===== config.mk =====
export PLATFORM = sky130hd
export DESIGN_NAME = dkrt_timer
export DESIGN_NICKNAME = d
export VERILOG_FILES = /design/src/rtl/dkrt_pkg.sv /design/src/rtl/dkrt_timer.sv /design/src/rtl/dkrt_counter.sv
export VERILOG_INCLUDE_DIRS = /design/src /design/src/rtl
export SDC_FILE = /design/constraint.sdc
export NUM_CORES = 1
export LEC_CHECK = 0
export ABC_AREA = 1
export ABC_CLOCK_PERIOD_IN_PS = 2440
export BUFFER_PORTS_ARGS = -buffer_cell sky130_fd_sc_hd__buf_2
export CAP_MARGIN = 20
export CORE_UTILIZATION = 55
export DETAILED_ROUTE_END_ITERATION = 6
export PLACE_DENSITY = 0.71
export SYNTH_ARGS = -nofsm -noshare
export SYNTH_HDL_FRONTEND = slang
export SYNTH_SLANG_ARGS = --single-unit

===== constraint.sdc =====
create_clock -name clock_i -period 2.44 [get_ports clock_i]
set_input_delay 0.366 -clock clock_i [delete_from_list [all_inputs] [get_ports clock_i]]
set_output_delay 0.366 -clock clock_i [all_outputs]
set_load 0.005 [all_outputs]

===== src/rtl/dkrt_params.svh =====
/*
 * constants for the dual key reset timer: variant codes and timing counts.
 * assumes a 100 MHz clock; included by bare name from the rtl files.
 */
// How it works
// - The delay count starts only while both active-low key inputs are low together.
// - Reset is asserted once the delay count has run its full length with both keys held low.
// - The delay is 7.5 s, 10 s or 3.0 s by variant, well within the ten percent tolerance.
// - The variant is a build-time parameter, so the delay cannot be changed in operation.
// - Either key going high during the delay stops the count and no reset is asserted.
// - After an abort the count restarts from zero once both keys are low again.
// - An asserted reset is released automatically once the release interval has elapsed.
// - The release interval is 0.234 s, 0.313 s or 0.1875 s matching the variant.
// - Either key going high while reset is asserted releases it at once.
// - The primary reset is active low and only ever pulls toward ground.
// - The second output is an active-high push-pull reset with the same timing.
`ifndef DKRT_PARAMS_SVH
`define DKRT_PARAMS_SVH

`define DKRT_CLK_HZ 100000000
`define DKRT_VAR_Q 2'h0
`define DKRT_VAR_R 2'h1
`define DKRT_VAR_T 2'h2
// delay times in milliseconds
`define DKRT_DLY_Q_MS 7500
`define DKRT_DLY_R_MS 10000
`define DKRT_DLY_T_MS 3000
// release times in microseconds, kept exact so no rounding creeps in
`define DKRT_REL_Q_US 234000
`define DKRT_REL_R_US 313000
`define DKRT_REL_T_US 187500
`define DKRT_CYC_PER_MS (`DKRT_CLK_HZ / 1000)
`define DKRT_CYC_PER_US (`DKRT_CLK_HZ / 1000000)
`define DKRT_CNT_W 32

`endif


===== src/rtl/dkrt_pkg.sv =====
/*
 * types for the dual key reset timer.
 * assumes dkrt_params.svh is on the include path.
 */
`default_nettype none
`include "dkrt_params.svh"

package dkrt_pkg;

    typedef enum logic [3:0] {
        DKRT_IDLE = 4'h1,
        DKRT_DELAY = 4'h2,
        DKRT_ASSERT = 4'h4,
        DKRT_HOLD = 4'h8
    } dkrt_state_t;

    typedef struct packed {
        logic key_a_n;
        logic key_b_n;
    } dkrt_keys_t;

    typedef struct packed {
        logic reset_low_oe;
        logic reset_out_high;
    } dkrt_resets_t;

endpackage : dkrt_pkg

`default_nettype wire


===== src/rtl/dkrt_timer.sv =====
/*
 * dual key reset timer top: key qualification, delay and release timing,
 * open-drain active-low reset and push-pull active-high reset.
 * assumes key and factory pins are synchronous to clock_i.
 */
`default_nettype none
`include "dkrt_params.svh"

module dkrt_timer #(
    parameter logic [1:0] VARIANT = `DKRT_VAR_Q,
    parameter logic [`DKRT_CNT_W-1:0] DELAY_CYC =
        (VARIANT == `DKRT_VAR_R) ? `DKRT_CNT_W'(`DKRT_DLY_R_MS * `DKRT_CYC_PER_MS) :
        (VARIANT == `DKRT_VAR_T) ? `DKRT_CNT_W'(`DKRT_DLY_T_MS * `DKRT_CYC_PER_MS) :
                                   `DKRT_CNT_W'(`DKRT_DLY_Q_MS * `DKRT_CYC_PER_MS),
    parameter logic [`DKRT_CNT_W-1:0] RELEASE_CYC =
        (VARIANT == `DKRT_VAR_R) ? `DKRT_CNT_W'(`DKRT_REL_R_US * `DKRT_CYC_PER_US) :
        (VARIANT == `DKRT_VAR_T) ? `DKRT_CNT_W'(`DKRT_REL_T_US * `DKRT_CYC_PER_US) :
                                   `DKRT_CNT_W'(`DKRT_REL_Q_US * `DKRT_CYC_PER_US)
) (
    // clock and reset
    input wire logic clock_i,
    input wire logic srst_i,
    // key inputs, active low
    input wire logic key_input_a_n_i,
    input wire logic key_input_b_n_i,
    // factory pins, expected at ground
    input wire logic factory_pin_a_i,
    input wire logic factory_pin_b_i,
    // open-drain reset: pin level is always low, enable pulls it
    output logic reset_out_n_o,
    output logic reset_out_n_oe_o,
    // push-pull reset
    output logic reset_out_high_o,
    // state seen from outside
    output logic delay_running_o
);
    dkrt_pkg::dkrt_state_t state_ff;
    dkrt_pkg::dkrt_state_t nxt_state;
    dkrt_pkg::dkrt_keys_t keys;
    dkrt_pkg::dkrt_resets_t resets_ff;
    dkrt_pkg::dkrt_resets_t nxt_resets;
    logic running_ff;
    wire logic both_low;
    wire logic delay_done;
    wire logic release_done;
    wire logic in_delay;
    wire logic in_assert;

    assign keys = '{key_a_n: key_input_a_n_i, key_b_n: key_input_b_n_i};
    // one-key systems tie the spare key low, so this still tracks the used key
    assign both_low = ~keys.key_a_n & ~keys.key_b_n;
    assign in_delay = (state_ff == dkrt_pkg::DKRT_DELAY);
    assign in_assert = (state_ff == dkrt_pkg::DKRT_ASSERT);

    // counters clear whenever their state is left, so an abort restarts from zero
    dkrt_counter u_delay_cnt (
        .clock_i(clock_i),
        .srst_i(srst_i),
        .run_i(in_delay & both_low),
        .limit_i(DELAY_CYC),
        .done_o(delay_done)
    );

    dkrt_counter u_release_cnt (
        .clock_i(clock_i),
        .srst_i(srst_i),
        .run_i(in_assert & both_low),
        .limit_i(RELEASE_CYC),
        .done_o(release_done)
    );

    // factory pins are not used: only the normal timing is built, a limitation
    // of this model compared to a test-mode part
    always_comb begin
        nxt_state = state_ff;
        unique case (state_ff)
            dkrt_pkg::DKRT_IDLE: begin
                if (both_low) begin
                    nxt_state = dkrt_pkg::DKRT_DELAY;
                end
            end
            dkrt_pkg::DKRT_DELAY: begin
                if (!both_low) begin
                    nxt_state = dkrt_pkg::DKRT_IDLE;
                end else if (delay_done) begin
                    nxt_state = dkrt_pkg::DKRT_ASSERT;
                end
            end
            dkrt_pkg::DKRT_ASSERT: begin
                if (!both_low) begin
                    nxt_state = dkrt_pkg::DKRT_IDLE;
                end else if (release_done) begin
                    nxt_state = dkrt_pkg::DKRT_HOLD;
                end
            end
            dkrt_pkg::DKRT_HOLD: begin
                if (!both_low) begin
                    nxt_state = dkrt_pkg::DKRT_IDLE;
                end
            end
            default: begin
                nxt_state = dkrt_pkg::DKRT_IDLE;
            end
        endcase
    end

    // outputs follow the next state so they move on the same edge as the state
    wire logic nxt_asserted;
    assign nxt_asserted = (nxt_state == dkrt_pkg::DKRT_ASSERT);
    assign nxt_resets = '{reset_low_oe: nxt_asserted, reset_out_high: nxt_asserted};

    always_ff @(posedge clock_i) begin
        if (srst_i) begin
            state_ff <= dkrt_pkg::DKRT_IDLE;
            resets_ff <= '0;
            running_ff <= 1'b0;
        end else begin
            state_ff <= nxt_state;
            resets_ff <= nxt_resets;
            running_ff <= (nxt_state == dkrt_pkg::DKRT_DELAY);
        end
    end

    // open drain: data held low, only the enable moves
    assign reset_out_n_o = 1'b0;
    assign reset_out_n_oe_o = resets_ff.reset_low_oe;
    assign reset_out_high_o = resets_ff.reset_out_high;
    assign delay_running_o = running_ff;

    wire logic unused_ok;
    assign unused_ok = factory_pin_a_i | factory_pin_b_i;
endmodule : dkrt_timer

`default_nettype wire


===== src/rtl/dkrt_counter.sv =====
/*
 * interval counter: counts while run is high, flags when limit is reached.
 * assumes a synchronous active-high reset and a limit held steady.
 */
`default_nettype none
`include "dkrt_params.svh"

module dkrt_counter (
    // clock and reset
    input wire logic clock_i,
    input wire logic srst_i,
    // control
    input wire logic run_i,
    input wire logic [`DKRT_CNT_W-1:0] limit_i,
    // status
    output logic done_o
);
    logic [`DKRT_CNT_W-1:0] count_ff;
    logic [`DKRT_CNT_W-1:0] nxt_count;
    logic done_ff;
    wire logic at_limit;

    // done is registered, so it rises the cycle after the count reaches limit minus one, where the count holds
    assign at_limit = (count_ff + `DKRT_CNT_W'h1) >= limit_i;
    assign nxt_count = run_i ? (at_limit ? count_ff : count_ff + `DKRT_CNT_W'h1) : '0;

    always_ff @(posedge clock_i) begin
        if (srst_i) begin
            count_ff <= '0;
            done_ff <= 1'b0;
        end else begin
            count_ff <= nxt_count;
            done_ff <= run_i & at_limit;
        end
    end

    assign done_o = done_ff;
endmodule : dkrt_counter

`default_nettype wire


* After elaboration in Yosys (flattened, before gate mapping)
Index checks and enable logic that the tools add are counted.
** Storage, ports and cells
- Flip-flop bits (word level) :: 72
- Input port bits :: 6
- Output and inout bits :: 4
- Word-level logic and storage cells :: 35
** Operators by class
- Reductions and logical operators :: 2
- Add/sub/neg operators :: 2
- Eq/ne operators :: 6
- Bitwise operators :: 9
- Order comparisons :: 2
- Muxes and demuxes :: 7
** Operator list (count)
- $add 32x1->32 const B :: 2
- $ge 32x25->1 const B :: 1
- $ge 32x30->1 const B :: 1
- $mux 4 :: 6
- $pmux 4 s4 :: 1
- $eq 4x2->1 const B :: 2
- $eq 4x3->1 const B :: 2
- $and 1x1->1 :: 5
- $eq 4x1->1 const B :: 1
- $eq 4x4->1 const B :: 1
- $not 1->1 :: 4
- $reduce_or 2->1 :: 2

* Depth between registers and ports, before layout
- Depth after elaboration :: 5
- Mapped depth :: 19
- Gate-level depth less buffers :: 18

* Hierarchy
From an unflattened synthesis, not the netlist that was laid out.
** Unflattened totals
- Cells, all modules :: 1048
- Area, all modules :: 6807.8 µm²
** By module, submodules not included
- dkrt_counter :: times used 2, cells each 493, seq. area each 660.6 µm², area an instance 3215.6 µm²
- dkrt_timer :: times used 1, cells each 62, seq. area each 120.1 µm², area an instance 376.6 µm²

* Worst setup path after synthesis
OpenSTA, ideal clock, no wires.
- Kind :: reg2reg
- Start :: register u_delay_cnt.count_ff[0]
- End :: register u_delay_cnt.count_ff[0]
- Data required time :: 2327 ps
- Slack :: 271 ps
- Library setup time :: 113 ps
- Clock period less this slack :: 2169 ps
- Stages on the path, launching flop included :: 18
- Arrival time :: 2056 ps
- Path buffers :: 1
- Cells stage by stage :: dfxtp_1 -> ha_1 -> inv_1 -> nor2_4 -> nand2_2 -> nor2_4 -> nand2_1 -> nand2_1 -> nand2_1 -> nor2_1 -> nand2_1 -> nor2_2 -> nand3_4 -> nand3_4 -> buf_6 -> nand2_1 -> nand2_1 -> nor2_1
** Between the ends
- Cells in the longest elaborated chain, start to end :: 2
** Ends and longest elaborated chain
- start: declaration :: line dkrt_counter.sv:18 : logic [`DKRT_CNT_W-1:0] count_ff;
- start signal: assignment :: line dkrt_counter.sv:32 : count_ff <= nxt_count;
- $add 32x1->32 (*) :: line dkrt_counter.sv:24, dkrt_counter.sv:25
- $ge 32x30->1 :: line dkrt_counter.sv:24 : assign at_limit = (count_ff + `DKRT_CNT_W'h1) >= limit_i;
Every way passes the cells marked *; elsewhere a longest branch is shown, timed or not.
A chain may end at the register's enable or synchronous reset.

* Final worst setup path
- Start :: register u_delay_cnt.count_ff[9]
- End :: register u_delay_cnt.count_ff[10]
The elaborated chain is that of the path after synthesis.

==> metrics.csv <==
metric,value,unit
r2r_slack,0.01,ns
finalPower,2.17,mW
slowest_stage,dfxtp_2,
utilization,0.702,
grt-busiest-layer,met2,
finalNonFillerCells,1151,
cp_top_family,simple AND/OR/NAND/NOR gates,
grt_usage,0.298,
grt_pass1_wl,23700,um
start_kind,flop,
synth_seq_cells,72,
finalMaxSlewViolations,0,
antenna_found_initial,0,
crit_required,2.74,ns
yosysSeqAreaShare,0.271,
wl_per_cell,13.6,um
cts_tree,built,
cts_root_buf,clkbuf_8,
syn_area_per_cell,5.51,um2
synth_warnings,0,
cpPeakStageDelay,0.37,ns
num_io_pins,10,
cts-root-to-sink-buffers,2,
drtPass1Iterations,5,
p_leak,2.65,nW
hold_viol,0,
met3_usage,0.0383,
insertedDiodeCount,0,
fp.dieW,100,um
rows,35,
post-route-drc-count,0,
gp_congestion,0.932,
rsz0062_at_grt,true,
crit_chain,nand2_1 > nor2_2 > inv_1 > nor2_4 > buf_6 > buf_4 > xor2_1 > inv_1 > nand2_1 > nand2_1 > nand3_4 > nand3_4 > clkbuf_16 > nand2_1 > inv_1 > nor2_1,
clk_pin_slew,0.09,ns
h-tree-depth,3,
irDropWorstVdd,0.235,mV
place_hpwl,10800,um
syn_nets,973,
syn_to_final_growth,22.6,%
crit_fanout,5,
cts_buffers,9,
synth_compound_area_frac,0.0299,
synth_top_family_by_area,simple AND/OR/NAND/NOR gates,
fin_worst_skew,0.0136,ns
netlist_instances,965,
grt_pass1_vias,5336,
io_buffers,6,
routed_wl,15700,um
finalSetupViolations,0,
fillers,838,
final_cell_area,0.00652,mm2
netlist_area,0.00532,mm2
synthMuxAreaShare,0,
synth-xor-area-share,0.0313,
finalCritPeriodShare,0.996,
cts.sinks,72,
die_h,100,um
critical_path.most_common_cell,nand2_1,
grtUsageMet2,0.554,
crit_type,flop to flop,
die_area,0.0101,mm2
grt_max_degree,40,
antenna_left,0,
coreArea,0.00928,mm2
path_buf_inv,6,
start_util,0.573,
worstSetupEndpointType,flop,
placed_cells,1109,
drv_cap,0,
vias,5925,
p_per_area,333,mW/mm2
hold_class,input port to flop,
nNetsFinal,1025,
grt_util_met1,0.328,
synth.distinct_cells,31,
max_freq,412,MHz
status,"complete, no violations",
synthAdderAreaFrac,0.00470,
drtIter0Drc,263,
crit_arrival,2.73,ns
synthSimpleGateAreaFrac,0.549,
drive_above_1_share,0.207,
placed_area,0.00560,mm2
viasPerCell,5.15,
gr-total-overflow,0,
period_minus_slack,2.43,ns
insertion_delay,0.37,ns
==> layout make-up <==
cell class,count,area (um2),area share
clock inverters,6,67.6,0.0104
repair buffers,59,572,0.0877
inverters,123,462,0.0708
well taps,129,161,0.0248
multi-input cells,752,3630,0.557
clock buffers,10,128,0.0196
flip-flops and latches,72,1500,0.230
==> registers in the layout, summed over array words and instances, names as in the netlist <==
signal / count
delay_running_o: 1
u_delay_cnt.done_o: 1
reset_out_high_o: 1
u_delay_cnt.count_ff: 32
u_release_cnt.count_ff: 32
u_release_cnt.done_o: 1
state_ff: 4
==> what timing repair did <==
item                       CTS  global route
cloned                       0             8
pin swaps                    1            32
hold buffers                 0             0
setup buffers                2            16
resized for setup            3           140
setup endpoints to repair   27            66
==> cells in the final DEF (no fill, tap or decap), types with 3 or more instances in the layout <==
cell type  synthesis  final
dfxtp_4            0      6
nand2_2            7     21
dfxtp_2            0     29
buf_6              7      7
clkbuf_16          0      4
buf_4              4     37
nor3_1             5      3
dfxtp_1           72     37
nor2_1           200    170
nand4_1           14     14
a21oi_2            1      6
nand3_1           58     56
buf_8              0      3
xor2_1            17     15
nor2_2            17     26
o21ai_1            3      4
a21oi_1           16     11
buf_2              3      6
inv_2              1      3
nand3b_1           3      3
inv_1            122    120
nor2_4             8     29
nand3_4            2      5
o21ai_0           11     10
nand2_4            1      4
clkbuf_8           0      9
nand2_1          377    359
==> cells by family (layout without fill, tap and decap cells) <==
logic type | count (synthesis) | after routing
AO/OA/AOI/OAI | 31 | 31
XOR/XNOR | 19 | 19
adder cells (fa/ha/maj) | 2 | 2
flip-flops | 72 | 72
buffers and inverters | 142 | 198
AND/OR/NAND/NOR | 698 | 699
other | 1 | 1
==> where the power goes <==
part	total (mW)	internal (mW)	leakage, nW	switching (mW)
logic	0.0125	0.00488	1.96	0.00766
registers	1.17	1.17	0.600	0.000928
clock network	0.987	0.476	0.0929	0.510
==> synthesized netlist by cell type <==
library cell / instances / area (um2)
dfxtp_1: 72 / 1440
nor2_4: 8 / 90.1
or2_2: 1 / 6.26
buf_2: 3 / 15.0
inv_2: 1 / 3.75
nand3_2: 1 / 10.0
xnor2_1: 2 / 17.5
o21ai_1: 3 / 15.0
nand3b_1: 3 / 22.5
nand3_4: 2 / 35.0
inv_1: 122 / 458
buf_6: 7 / 78.8
nor3_1: 5 / 25.0
nor2_2: 17 / 106
nor4_1: 1 / 6.26
buf_4: 4 / 30.0
clkbuf_1: 5 / 18.8
conb_1: 1 / 3.75
nand3_1: 58 / 290
a21oi_2: 1 / 8.76
and2_1: 1 / 6.26
and3_1: 2 / 12.5
nand2_2: 7 / 43.8
ha_1: 2 / 25.0
nand2_1: 377 / 1420
xor2_1: 17 / 149
nand4_1: 14 / 87.6
o21ai_0: 11 / 55.1
nor2_1: 200 / 751
nand2_4: 1 / 11.3
a21oi_1: 16 / 80.1
==> layer usage <==
layer,wire (um),vias up
li1,-,3027
met1,6220,2638
met2,7910,183
met3,709,77
met4,867,0
met5,0,-
==> metrics by stage <==
step	setup TNS, ns	setup WS [ns]	hold WS (ns)
after detailed placement	-0.0407	-0.0157	0.477
after global placement	0	0.0379	0.457
after floorplan	0	0.271	0.435
after CTS	0	0.00750	0.222
final	0	0.0107	0.228
after global routing	-2.62	-0.125	0.240
==> worst paths after layout <==
path                                 to  depth (start not counted)                        from
min                    reset_out_high_o                          2                      srst_i
max            u_delay_cnt.count_ff[10]                         16     u_delay_cnt.count_ff[9]
max reg2reg    u_delay_cnt.count_ff[10]                         16     u_delay_cnt.count_ff[9]
min reg2reg  u_release_cnt.count_ff[31]                          2  u_release_cnt.count_ff[31]
Power figures use the tool's default switching activity.
